**src/common/ipb_pkg.sv**
```systemverilog
package ipb_pkg;

    // field and register geometry
    localparam int IPB_NUM_FIELDS = 11;
    localparam int IPB_NUM_REGS = 8;
    localparam int IPB_LVL_W = 3;
    localparam int IPB_REG_W = 16;

    // level encodings: zero disables, reset places a source at level four
    localparam logic [2:0] IPB_LVL_OFF = 3'h0;
    localparam logic [2:0] IPB_LVL_RESET = 3'h4;

    // register indices; byte address is four times the index
    localparam logic [7:0] IPB_IDX_EXT_INT1_PRIORITY_REG = 8'h05;
    localparam logic [7:0] IPB_IDX_EXT_INT2_PRIORITY_REG = 8'h07;
    localparam logic [7:0] IPB_IDX_PWM_SPECIAL_EVENT_PRIORITY_REG = 8'h0e;
    localparam logic [7:0] IPB_IDX_UART_ERROR_PRIORITY_REG = 8'h10;
    localparam logic [7:0] IPB_IDX_PWM_GEN12_PRIORITY_REG = 8'h17;
    localparam logic [7:0] IPB_IDX_PWM_GEN34_PRIORITY_REG = 8'h18;
    localparam logic [7:0] IPB_IDX_COMPARATOR2_PRIORITY_REG = 8'h19;
    localparam logic [7:0] IPB_IDX_COMPARATOR34_PRIORITY_REG = 8'h1a;

    // slot number to register index
    localparam logic [7:0] IPB_REG_IDX [IPB_NUM_REGS] = '{
        IPB_IDX_EXT_INT1_PRIORITY_REG, IPB_IDX_EXT_INT2_PRIORITY_REG,
        IPB_IDX_PWM_SPECIAL_EVENT_PRIORITY_REG, IPB_IDX_UART_ERROR_PRIORITY_REG,
        IPB_IDX_PWM_GEN12_PRIORITY_REG, IPB_IDX_PWM_GEN34_PRIORITY_REG,
        IPB_IDX_COMPARATOR2_PRIORITY_REG, IPB_IDX_COMPARATOR34_PRIORITY_REG
    };

    // field numbers
    localparam int IPB_F_EXT_INT1 = 0;
    localparam int IPB_F_EXT_INT2 = 1;
    localparam int IPB_F_PWM_SPECIAL_EVENT = 2;
    localparam int IPB_F_UART_ERROR = 3;
    localparam int IPB_F_PWM_GEN1 = 4;
    localparam int IPB_F_PWM_GEN2 = 5;
    localparam int IPB_F_PWM_GEN3 = 6;
    localparam int IPB_F_PWM_GEN4 = 7;
    localparam int IPB_F_COMPARATOR2 = 8;
    localparam int IPB_F_COMPARATOR3 = 9;
    localparam int IPB_F_COMPARATOR4 = 10;

    // slot holding each field
    localparam logic [2:0] IPB_FLD_SLOT [IPB_NUM_FIELDS] = '{
        3'h0, 3'h1, 3'h2, 3'h3, 3'h4, 3'h4, 3'h5, 3'h5, 3'h6, 3'h7, 3'h7
    };

    // lowest bit position of each field
    localparam logic [3:0] IPB_FLD_LSB [IPB_NUM_FIELDS] = '{
        4'h0, 4'h4, 4'h4, 4'h4, 4'h8, 4'hc, 4'h0, 4'h4, 4'hc, 4'h0, 4'h4
    };

    // whole state of the bank
    typedef struct packed {
        logic [IPB_NUM_FIELDS-1:0][IPB_LVL_W-1:0] lvl;
        logic [31:0] rdata;
    } ipb_state_t;

    localparam ipb_state_t IPB_STATE_RESET = '{
        lvl: {IPB_NUM_FIELDS{IPB_LVL_RESET}},
        rdata: 32'h0000_0000
    };

endpackage

```
**src/ipb_bank.sv**
```systemverilog
// Notes on behaviour
// - each 3-bit field is the source's level in plain binary, 111 highest and 001 lowest active.
// - a field of 000 disables its source so it never requests service whatever its flag.
// - bits that hold no field ignore writes and read as zero.
// - after reset every field holds 100 and every field is readable and writable.
// - the external interrupt 1 register holds ext_int1_level in bits 2..0, bits 15..3 unused.
// - the external interrupt 2 register holds ext_int2_level in bits 6..4, the rest unused.
// - the special event register holds pwm_special_event_level in bits 6..4, the rest unused.
// - the uart error register holds uart_error_level in bits 6..4, the rest unused.
// - the pwm 1/2 register holds pwm_gen1_level in bits 10..8 and pwm_gen2_level in bits 14..12.
// - the pwm 3/4 register holds pwm_gen3_level in bits 2..0 and pwm_gen4_level in bits 6..4.
// - the comparator 2 register holds comparator2_level in bits 14..12, the rest unused.
// - the comparator 3/4 register holds comparator3_level in bits 2..0 and comparator4_level in bits 6..4.
// - after reset all sources sit at level 4.
//
// Decided for this implementation: the APB register port and the address map.
`timescale 1ns/100ps
`default_nettype none

module ipb_bank
    import ipb_pkg::*;
#(
    parameter int ADDR_W = 12
) (
    input wire logic pclk,
    input wire logic presetn,
    input wire logic psel,
    input wire logic penable,
    input wire logic pwrite,
    input wire logic [ADDR_W-1:0] paddr,
    input wire logic [31:0] pwdata,
    input wire logic [3:0] pstrb,
    output logic [31:0] prdata,
    output logic pready,
    output logic pslverr,
    input wire logic [IPB_NUM_FIELDS-1:0] src_flag,
    output logic [IPB_NUM_FIELDS-1:0] src_enabled,
    output logic [IPB_NUM_FIELDS-1:0] src_request,
    output logic [2:0] ext_int1_level,
    output logic [2:0] ext_int2_level,
    output logic [2:0] pwm_special_event_level,
    output logic [2:0] uart_error_level,
    output logic [2:0] pwm_gen1_level,
    output logic [2:0] pwm_gen2_level,
    output logic [2:0] pwm_gen3_level,
    output logic [2:0] pwm_gen4_level,
    output logic [2:0] comparator2_level,
    output logic [2:0] comparator3_level,
    output logic [2:0] comparator4_level
);

    ipb_state_t st;
    ipb_state_t next_st;
    logic [3:0] dec;
    logic hit;
    logic [2:0] slot;
    logic setup_rd;
    logic acc;
    logic wr_acc;

    // address to {hit, slot}; word aligned only
    function automatic logic [3:0] ipb_decode(input logic [ADDR_W-1:0] addr);
        logic [3:0] r;
        r = 4'h0;
        for (int s = 0; s < IPB_NUM_REGS; s++) begin
            if (addr == ADDR_W'({IPB_REG_IDX[s], 2'b00})) begin
                r = {1'b1, 3'(s)};
            end
        end
        return r;
    endfunction

    // read word of one slot, unused bits zero
    function automatic logic [IPB_REG_W-1:0] ipb_word(
        input logic [2:0] s,
        input logic [IPB_NUM_FIELDS-1:0][IPB_LVL_W-1:0] lv
    );
        logic [IPB_REG_W-1:0] w;
        w = 16'h0000;
        for (int f = 0; f < IPB_NUM_FIELDS; f++) begin
            if (IPB_FLD_SLOT[f] == s) begin
                w[IPB_FLD_LSB[f] +: IPB_LVL_W] = lv[f];
            end
        end
        return w;
    endfunction

    // mask of implemented bits in one slot
    function automatic logic [IPB_REG_W-1:0] ipb_mask(input logic [2:0] s);
        logic [IPB_REG_W-1:0] m;
        m = 16'h0000;
        for (int f = 0; f < IPB_NUM_FIELDS; f++) begin
            if (IPB_FLD_SLOT[f] == s) begin
                m[IPB_FLD_LSB[f] +: IPB_LVL_W] = 3'h7;
            end
        end
        return m;
    endfunction

    // bus phase decode
    assign dec = ipb_decode(paddr);
    assign hit = dec[3];
    assign slot = dec[2:0];
    assign setup_rd = psel & ~penable & ~pwrite;
    assign acc = psel & penable;
    assign wr_acc = acc & pwrite & hit;

    // zero wait slave; unmapped addresses answer with an error
    assign pready = 1'b1;
    assign pslverr = acc & ~hit;
    assign prdata = st.rdata;

    // next state of the bank
    always_comb begin
        next_st = st;
        if (setup_rd) begin
            next_st.rdata = hit ? {16'h0000, ipb_word(slot, st.lvl)} : 32'h0000_0000;
        end
        if (wr_acc) begin
            for (int f = 0; f < IPB_NUM_FIELDS; f++) begin
                if (IPB_FLD_SLOT[f] == slot && pstrb[IPB_FLD_LSB[f][3]]) begin
                    next_st.lvl[f] = pwdata[IPB_FLD_LSB[f] +: IPB_LVL_W];
                end
            end
        end
    end

    // state register
    always_ff @(posedge pclk or negedge presetn) begin
        if (!presetn) begin
            st <= IPB_STATE_RESET;
        end else begin
            st <= next_st;
        end
    end

    assign ext_int1_level = st.lvl[IPB_F_EXT_INT1];
    assign ext_int2_level = st.lvl[IPB_F_EXT_INT2];
    assign pwm_special_event_level = st.lvl[IPB_F_PWM_SPECIAL_EVENT];
    assign uart_error_level = st.lvl[IPB_F_UART_ERROR];
    assign pwm_gen1_level = st.lvl[IPB_F_PWM_GEN1];
    assign pwm_gen2_level = st.lvl[IPB_F_PWM_GEN2];
    assign pwm_gen3_level = st.lvl[IPB_F_PWM_GEN3];
    assign pwm_gen4_level = st.lvl[IPB_F_PWM_GEN4];
    assign comparator2_level = st.lvl[IPB_F_COMPARATOR2];
    assign comparator3_level = st.lvl[IPB_F_COMPARATOR3];
    assign comparator4_level = st.lvl[IPB_F_COMPARATOR4];

    ipb_level_gate #(
        .N(IPB_NUM_FIELDS)
    ) u_gate (
        .level(st.lvl),
        .flag(src_flag),
        .enabled(src_enabled),
        .request(src_request)
    );

    // first cycle after reset release, for checks only
    logic seen_q;
    always_ff @(posedge pclk or negedge presetn) begin
        if (!presetn) begin
            seen_q <= 1'b0;
        end else begin
            seen_q <= 1'b1;
        end
    end
endmodule

`default_nettype wire

```
**src/ipb_level_gate.sv**
```systemverilog
`timescale 1ns/100ps
`default_nettype none

module ipb_level_gate
    import ipb_pkg::*;
#(
    parameter int N = IPB_NUM_FIELDS
) (
    input wire logic [N-1:0][IPB_LVL_W-1:0] level,
    input wire logic [N-1:0] flag,
    output logic [N-1:0] enabled,
    output logic [N-1:0] request
);

    // per source: a zero level blocks the flag entirely
    for (genvar g = 0; g < N; g++) begin : g_src
        assign enabled[g] = (level[g] != IPB_LVL_OFF);
        assign request[g] = flag[g] & enabled[g];
    end

endmodule

`default_nettype wire

```
**config.mk**
```make
export PLATFORM = sky130hd
export DESIGN_NAME = ipb_bank
export DESIGN_NICKNAME = d
export VERILOG_FILES = /design/src/common/ipb_pkg.sv /design/src/ipb_bank.sv /design/src/ipb_level_gate.sv
export SDC_FILE = /design/constraint.sdc
export NUM_CORES = 1
export LEC_CHECK = 0
export ABC_AREA = 0
export BUFFER_PORTS_ARGS = -buffer_cell sky130_fd_sc_hd__buf_2
export CAP_MARGIN = 20
export CORE_UTILIZATION = 49
export CTS_BUF_LIST = sky130_fd_sc_hd__clkbuf_4 sky130_fd_sc_hd__clkbuf_8
export CTS_CLUSTER_SIZE = 8
export DETAILED_ROUTE_END_ITERATION = 8
export GPL_TIMING_DRIVEN = 1
export HOLD_SLACK_MARGIN = 0.12
export PLACE_DENSITY = 0.89
export SKIP_LAST_GASP = 1
export SLEW_MARGIN = 20
export SYNTH_ARGS = -nofsm -noshare
export SYNTH_HDL_FRONTEND = slang
export SYNTH_SLANG_ARGS = --single-unit
export TNS_END_PERCENT = 100
```
**constraint.sdc**
```tcl
create_clock -name pclk -period 5.7 [get_ports pclk]
set_clock_uncertainty 0.15 [all_clocks]
set_input_delay 0.855 -clock pclk [delete_from_list [all_inputs] [get_ports pclk]]
set_output_delay 0.855 -clock pclk [all_outputs]
set_load 0.01 [all_outputs]
```
Word level (Yosys, flattened, before mapping):

Cells that the tools add are included.

* output and inout bits: 89
* flip-flop bits (word level): 65
* input bits: 64

* reductions and logical operators: 28
* bitwise logic cells: 20
* multiplexer cells: 20
* eq/ne operators: 15

Operator list (number)
* 12-bit by 7-bit equality test with 1-bit output (second input constant): 5
* 3-bit two-way mux: 11
* 3-bit nonzero test: 11
* 4-bit two-way mux: 8
* 12-bit by 5-bit equality test with 1-bit output (second input constant): 2
* 1-bit AND: 17
* 2-bit AND reduction: 8
* 15-bit two-way mux: 1
* 12-bit by 6-bit equality test with 1-bit output (second input constant): 1
* 3-bit equality test (first input constant): 4
* 1-bit logical AND: 8
* 2-bit by 3-bit equality test with 1-bit output (first input constant): 2
* 1-bit by 3-bit equality test with 1-bit output (first input constant): 1
* 3-bit zero test: 1
* 1-bit NOT: 3

Depth between registers and ports, before layout:

* word-level depth: 16
* gate-level depth with buffers: 6
* depth with buffers taken out: 5

By module:

From an unflattened synthesis, not the netlist that was laid out.

* cell total of the unflattened synthesis: 257
* area, all modules: 2640.0 um^2

By module, submodules not included
* ipb_bank: area an instance 2461.1 um^2, cells each 235, times used 1
* ipb_level_gate: area an instance 178.9 um^2, cells each 22, times used 1

Worst setup path after synthesis:

No wires, ideal clock.

* path kind: input-to-output
* from: in paddr[7]
* to: out pslverr
* setup slack: 2.544 ns
* data arrival time: 2.151 ns
* cell stages on the path: 4
* data required time: 4.695 ns
* path through: or3_2 > or4_1 > o211ai_2 > nor2_1

* word-level cells in the longest chain between the ends: 11

Ends and longest elaborated chain
* start, declared: line ipb_bank.sv:30 `input wire logic [ADDR_W-1:0] paddr,`
* 12-bit by 5-bit equality test with 1-bit output: line ipb_bank.sv:66 `if (addr == ADDR_W'({IPB_REG_IDX[s], 2'b00})) begin`
* 4-bit two-way mux (7 in a row): line ipb_bank.sv:66
* 4-bit two-way mux (*): line ipb_bank.sv:66
* 1-bit NOT (*): line ipb_bank.sv:110 `assign pslverr = acc & ~hit;`
* 1-bit AND (*): line ipb_bank.sv:110
* end, declared: line ipb_bank.sv:35 `output logic pslverr,`

Mark *: on every way between the ends. The rest lies on a longest branch, timed or not.

Worst setup path after layout:

Ends and elaborated chain as after synthesis.

==> reports/results.ini <==
[run_status]
result_of_the_run=finished, final reports clean

[route]
via_count=2304
drcViolationCount=0
avg_vias_per_cell=5.46
ant_nets=0
dr.first_iter.drc_count=138
final_wirelength_um=6400
detailed_router_iteration_count_before_antenna_repair=4
detail_route.wl_per_cell_um=15.2

[sta]
final.min_clock_period_ns=3.48
finalHoldViolCount=0
setup_viol_count_final=0
timing.max_slew.rel_slack_pct=56.3
final.setup.tns_ns=0
final_max_slew_viol_count=0
max_freq_mhz=288
max_slew.worst_pin.slew_ns=0.650
rsz0062_at_grt=no
finalCritPeriodShare_pct=61.0

[setup_path]
critical_path_arrival_ns=2.47
max_fanout_on_critical_path=6
timing.critical_path.from_type=input pin
critical_path_class=in2out
end_kind=output pin
required_ns=4.70

[placed_design]
gp_congestion=0.980
io_buffers=109
post-dp-hpwl_um=4910

[synth]
edff_count_synth=0
synth_top_area_share_pct=33.1
syn-mean-instance-area_sq_um=10.5
synthArstFlopShare_pct=100
synthesis.instances=245
synth_cell_types=46
yosysTopAreaCell=sky130_fd_sc_hd__dfrtp_1
mux_cell_area_share_after_synthesis_pct=14.9
synth.yosys.seq_area_share_pct=44.4
synth_top_family_by_area=simple AND/OR/NAND/NOR gates
synth_seq_cells=45
synth_ff_type=sky130_fd_sc_hd__dfrtp_1
synth_top_cells_by_area=sky130_fd_sc_hd__dfrtp_1 33%, sky130_fd_sc_hd__mux2_2 13%, sky130_fd_sc_hd__dfstp_2 11%
share_of_the_synthesized_netlist_area_taken_by_xor_and_xnor_gates_pct=0.341
synth-warning-count=0
synthesis.area_sq_um=2570
yosys.area_share.simple_pct=23.9
synth_fa_ha_area_share_pct=0
synth_compound_gate_area_share_pct=8.52

[global_routing]
grt_max_degree=46
gr-usage-all-layers_pct=24.2
sum_of_overflow_across_all_layers_after_global_routing=0
first_global_vias=2074
wire_length_of_the_first_global_routing_pass_um=9920
antenna_found_initial=0

[layout]
fill_cells=403
multi_input_combinational_cell_area_sq_um=1300
final-seq-area_sq_um=1140
finish.net_count=418
areaGrowthSynthToFinish_pct=24.1
antennaDiodeCount=0
largest_register_ff_count=12
fraction_of_final_layout_cells_with_drive_strength_greater_than_1_pct=49.3

[pwr]
power.static_leakage_nw=1.74
design_power_total_uw=574
power_per_standard_cell_area_nw_per_um2=180
worst_supply_voltage_drop_on_vdd_mv=0.134

[clock_network]
worstSkewPairLatency_ns=0.31
cts.sinks=45
cts_tree=done
cts-root-buf=sky130_fd_sc_hd__clkbuf_8
cts_max_level=2
post_cts_buffers=0
cts-buffers-inserted=5
resize_count_post_cts=0
clk_pin_slew_ns=0.08
clock_path_buffers=2
postCtsHoldBufs=0

[floorplanning]
floorplan.initialDensity_pct=52.7
fp-row-count=25
die_width_um=74.4
io_pins=153
design.die.area_sq_um=5540
core_sq_um=4880
fp.dieH_um=74.4

[job]
max-cap-violations=0

[hold_path]
hp-class=in2async

-- cells in the final DEF, fill, tap and decap left out, types with 3 or more instances in the layout --
cell and n:
sky130_fd_sc_hd__o21ai_0 7, sky130_fd_sc_hd__buf_2 109, sky130_fd_sc_hd__mux2_2 30, sky130_fd_sc_hd__clkbuf_8 5
sky130_fd_sc_hd__dfrtp_1 34, sky130_fd_sc_hd__nor2_1 10, sky130_fd_sc_hd__a21oi_1 5, sky130_fd_sc_hd__nand3_1 6
sky130_fd_sc_hd__dfstp_2 11, sky130_fd_sc_hd__or3_1 14, sky130_fd_sc_hd__nand2_1 27, sky130_fd_sc_hd__and2_1 12
sky130_fd_sc_hd__mux2_4 3, sky130_fd_sc_hd__or4_1 6, sky130_fd_sc_hd__nor4_1 5, sky130_fd_sc_hd__nor3_1 6
sky130_fd_sc_hd__conb_1 21, sky130_fd_sc_hd__o211ai_1 4, sky130_fd_sc_hd__a22oi_1 3
-- worst paths after layout --
path                                           from                 to  slack [ns]  cells after the start
worst max-delay path                       paddr[7]            pslverr        2.22                      6
worst min-delay path                        presetn  pwm_gen4_level[1]        0.27                      1
worst max register to register  uart_error_level[1]          prdata[5]        4.23                      4
worst min register to register           prdata[10]         prdata[10]        0.31                      2
max in group asynchronous                   presetn  ext_int2_level[2]        4.59                      2
min in group pclk                        prdata[10]         prdata[10]        0.31                      2
-- synth_stat cells, types with 4 or more instances --
cell type	count
sky130_fd_sc_hd__nor4_1	5
sky130_fd_sc_hd__o211ai_1	4
sky130_fd_sc_hd__dfrtp_1	34
sky130_fd_sc_hd__nand2_1	27
sky130_fd_sc_hd__nor2_1	10
sky130_fd_sc_hd__a21oi_1	5
sky130_fd_sc_hd__or4_1	6
sky130_fd_sc_hd__nor3_1	6
sky130_fd_sc_hd__and2_1	12
sky130_fd_sc_hd__buf_4	21
sky130_fd_sc_hd__dfstp_2	11
sky130_fd_sc_hd__mux2_2	30
sky130_fd_sc_hd__or3_1	14
sky130_fd_sc_hd__nand3_1	6
sky130_fd_sc_hd__o21ai_0	7
-- critical path, stage by stage --
cell,delay [ns]
sky130_fd_sc_hd__buf_2,0.10
sky130_fd_sc_hd__or3_2,0.54
sky130_fd_sc_hd__or4_1,0.60
sky130_fd_sc_hd__o211ai_2,0.16
sky130_fd_sc_hd__nor2_1,0.07
sky130_fd_sc_hd__buf_2,0.14
-- per-stage QoR --
| step | cell area (sq um) | hold slack, ns | worst slack [ns] | util, % | std cells |
|---|---|---|---|---|---|
| floorplan | 2640 | 0.357 | 2.54 | - | 264 |
| global placement | 3080 | 0.295 | 2.27 | 63.1 | 413 |
| detailed placement | 3080 | 0.300 | 2.24 | 63.1 | 413 |
| CTS | 3170 | 0.322 | 2.24 | 65.0 | 421 |
| global route | 3190 | 0.274 | 2.19 | 65.4 | 422 |
| finish | 3190 | 0.272 | 2.22 | 65.4 | 422 |
-- layout make-up --
cell class | count | area share (%)
clock inverters | 3 | 0.667
inverters | 2 | 0.235
multi-input cells | 190 | 40.9
well taps | 67 | 2.63
flip-flops and latches | 45 | 35.7
repair buffers | 110 | 17.7
clock buffers | 5 | 2.16
-- power breakdown --
group          internal (mW)  total, mW  switching, mW
sequential             0.320      0.320       0.000192
combinational         0.0167     0.0504         0.0337
clock                 0.0871      0.204          0.117
-- cell families after synthesis --
logic type                Yosys count
AOI/OAI and AO/OA                  31
xor gates and xnor gates            1
buffers and inverters              29
DFF                                45
muxes                              33
other                               2
and+or+nand+nor                   104
-- routing by layer --
layer  vias up  wire [um]  global-route usage, %
li1       1074          -                      -
met1      1087       2610                   30.6
met2       129       3180                   39.8
met3        14        480                   5.96
met4         0        130                   10.1
met5         -          0                      0
(Power assumes the default switching activity.)
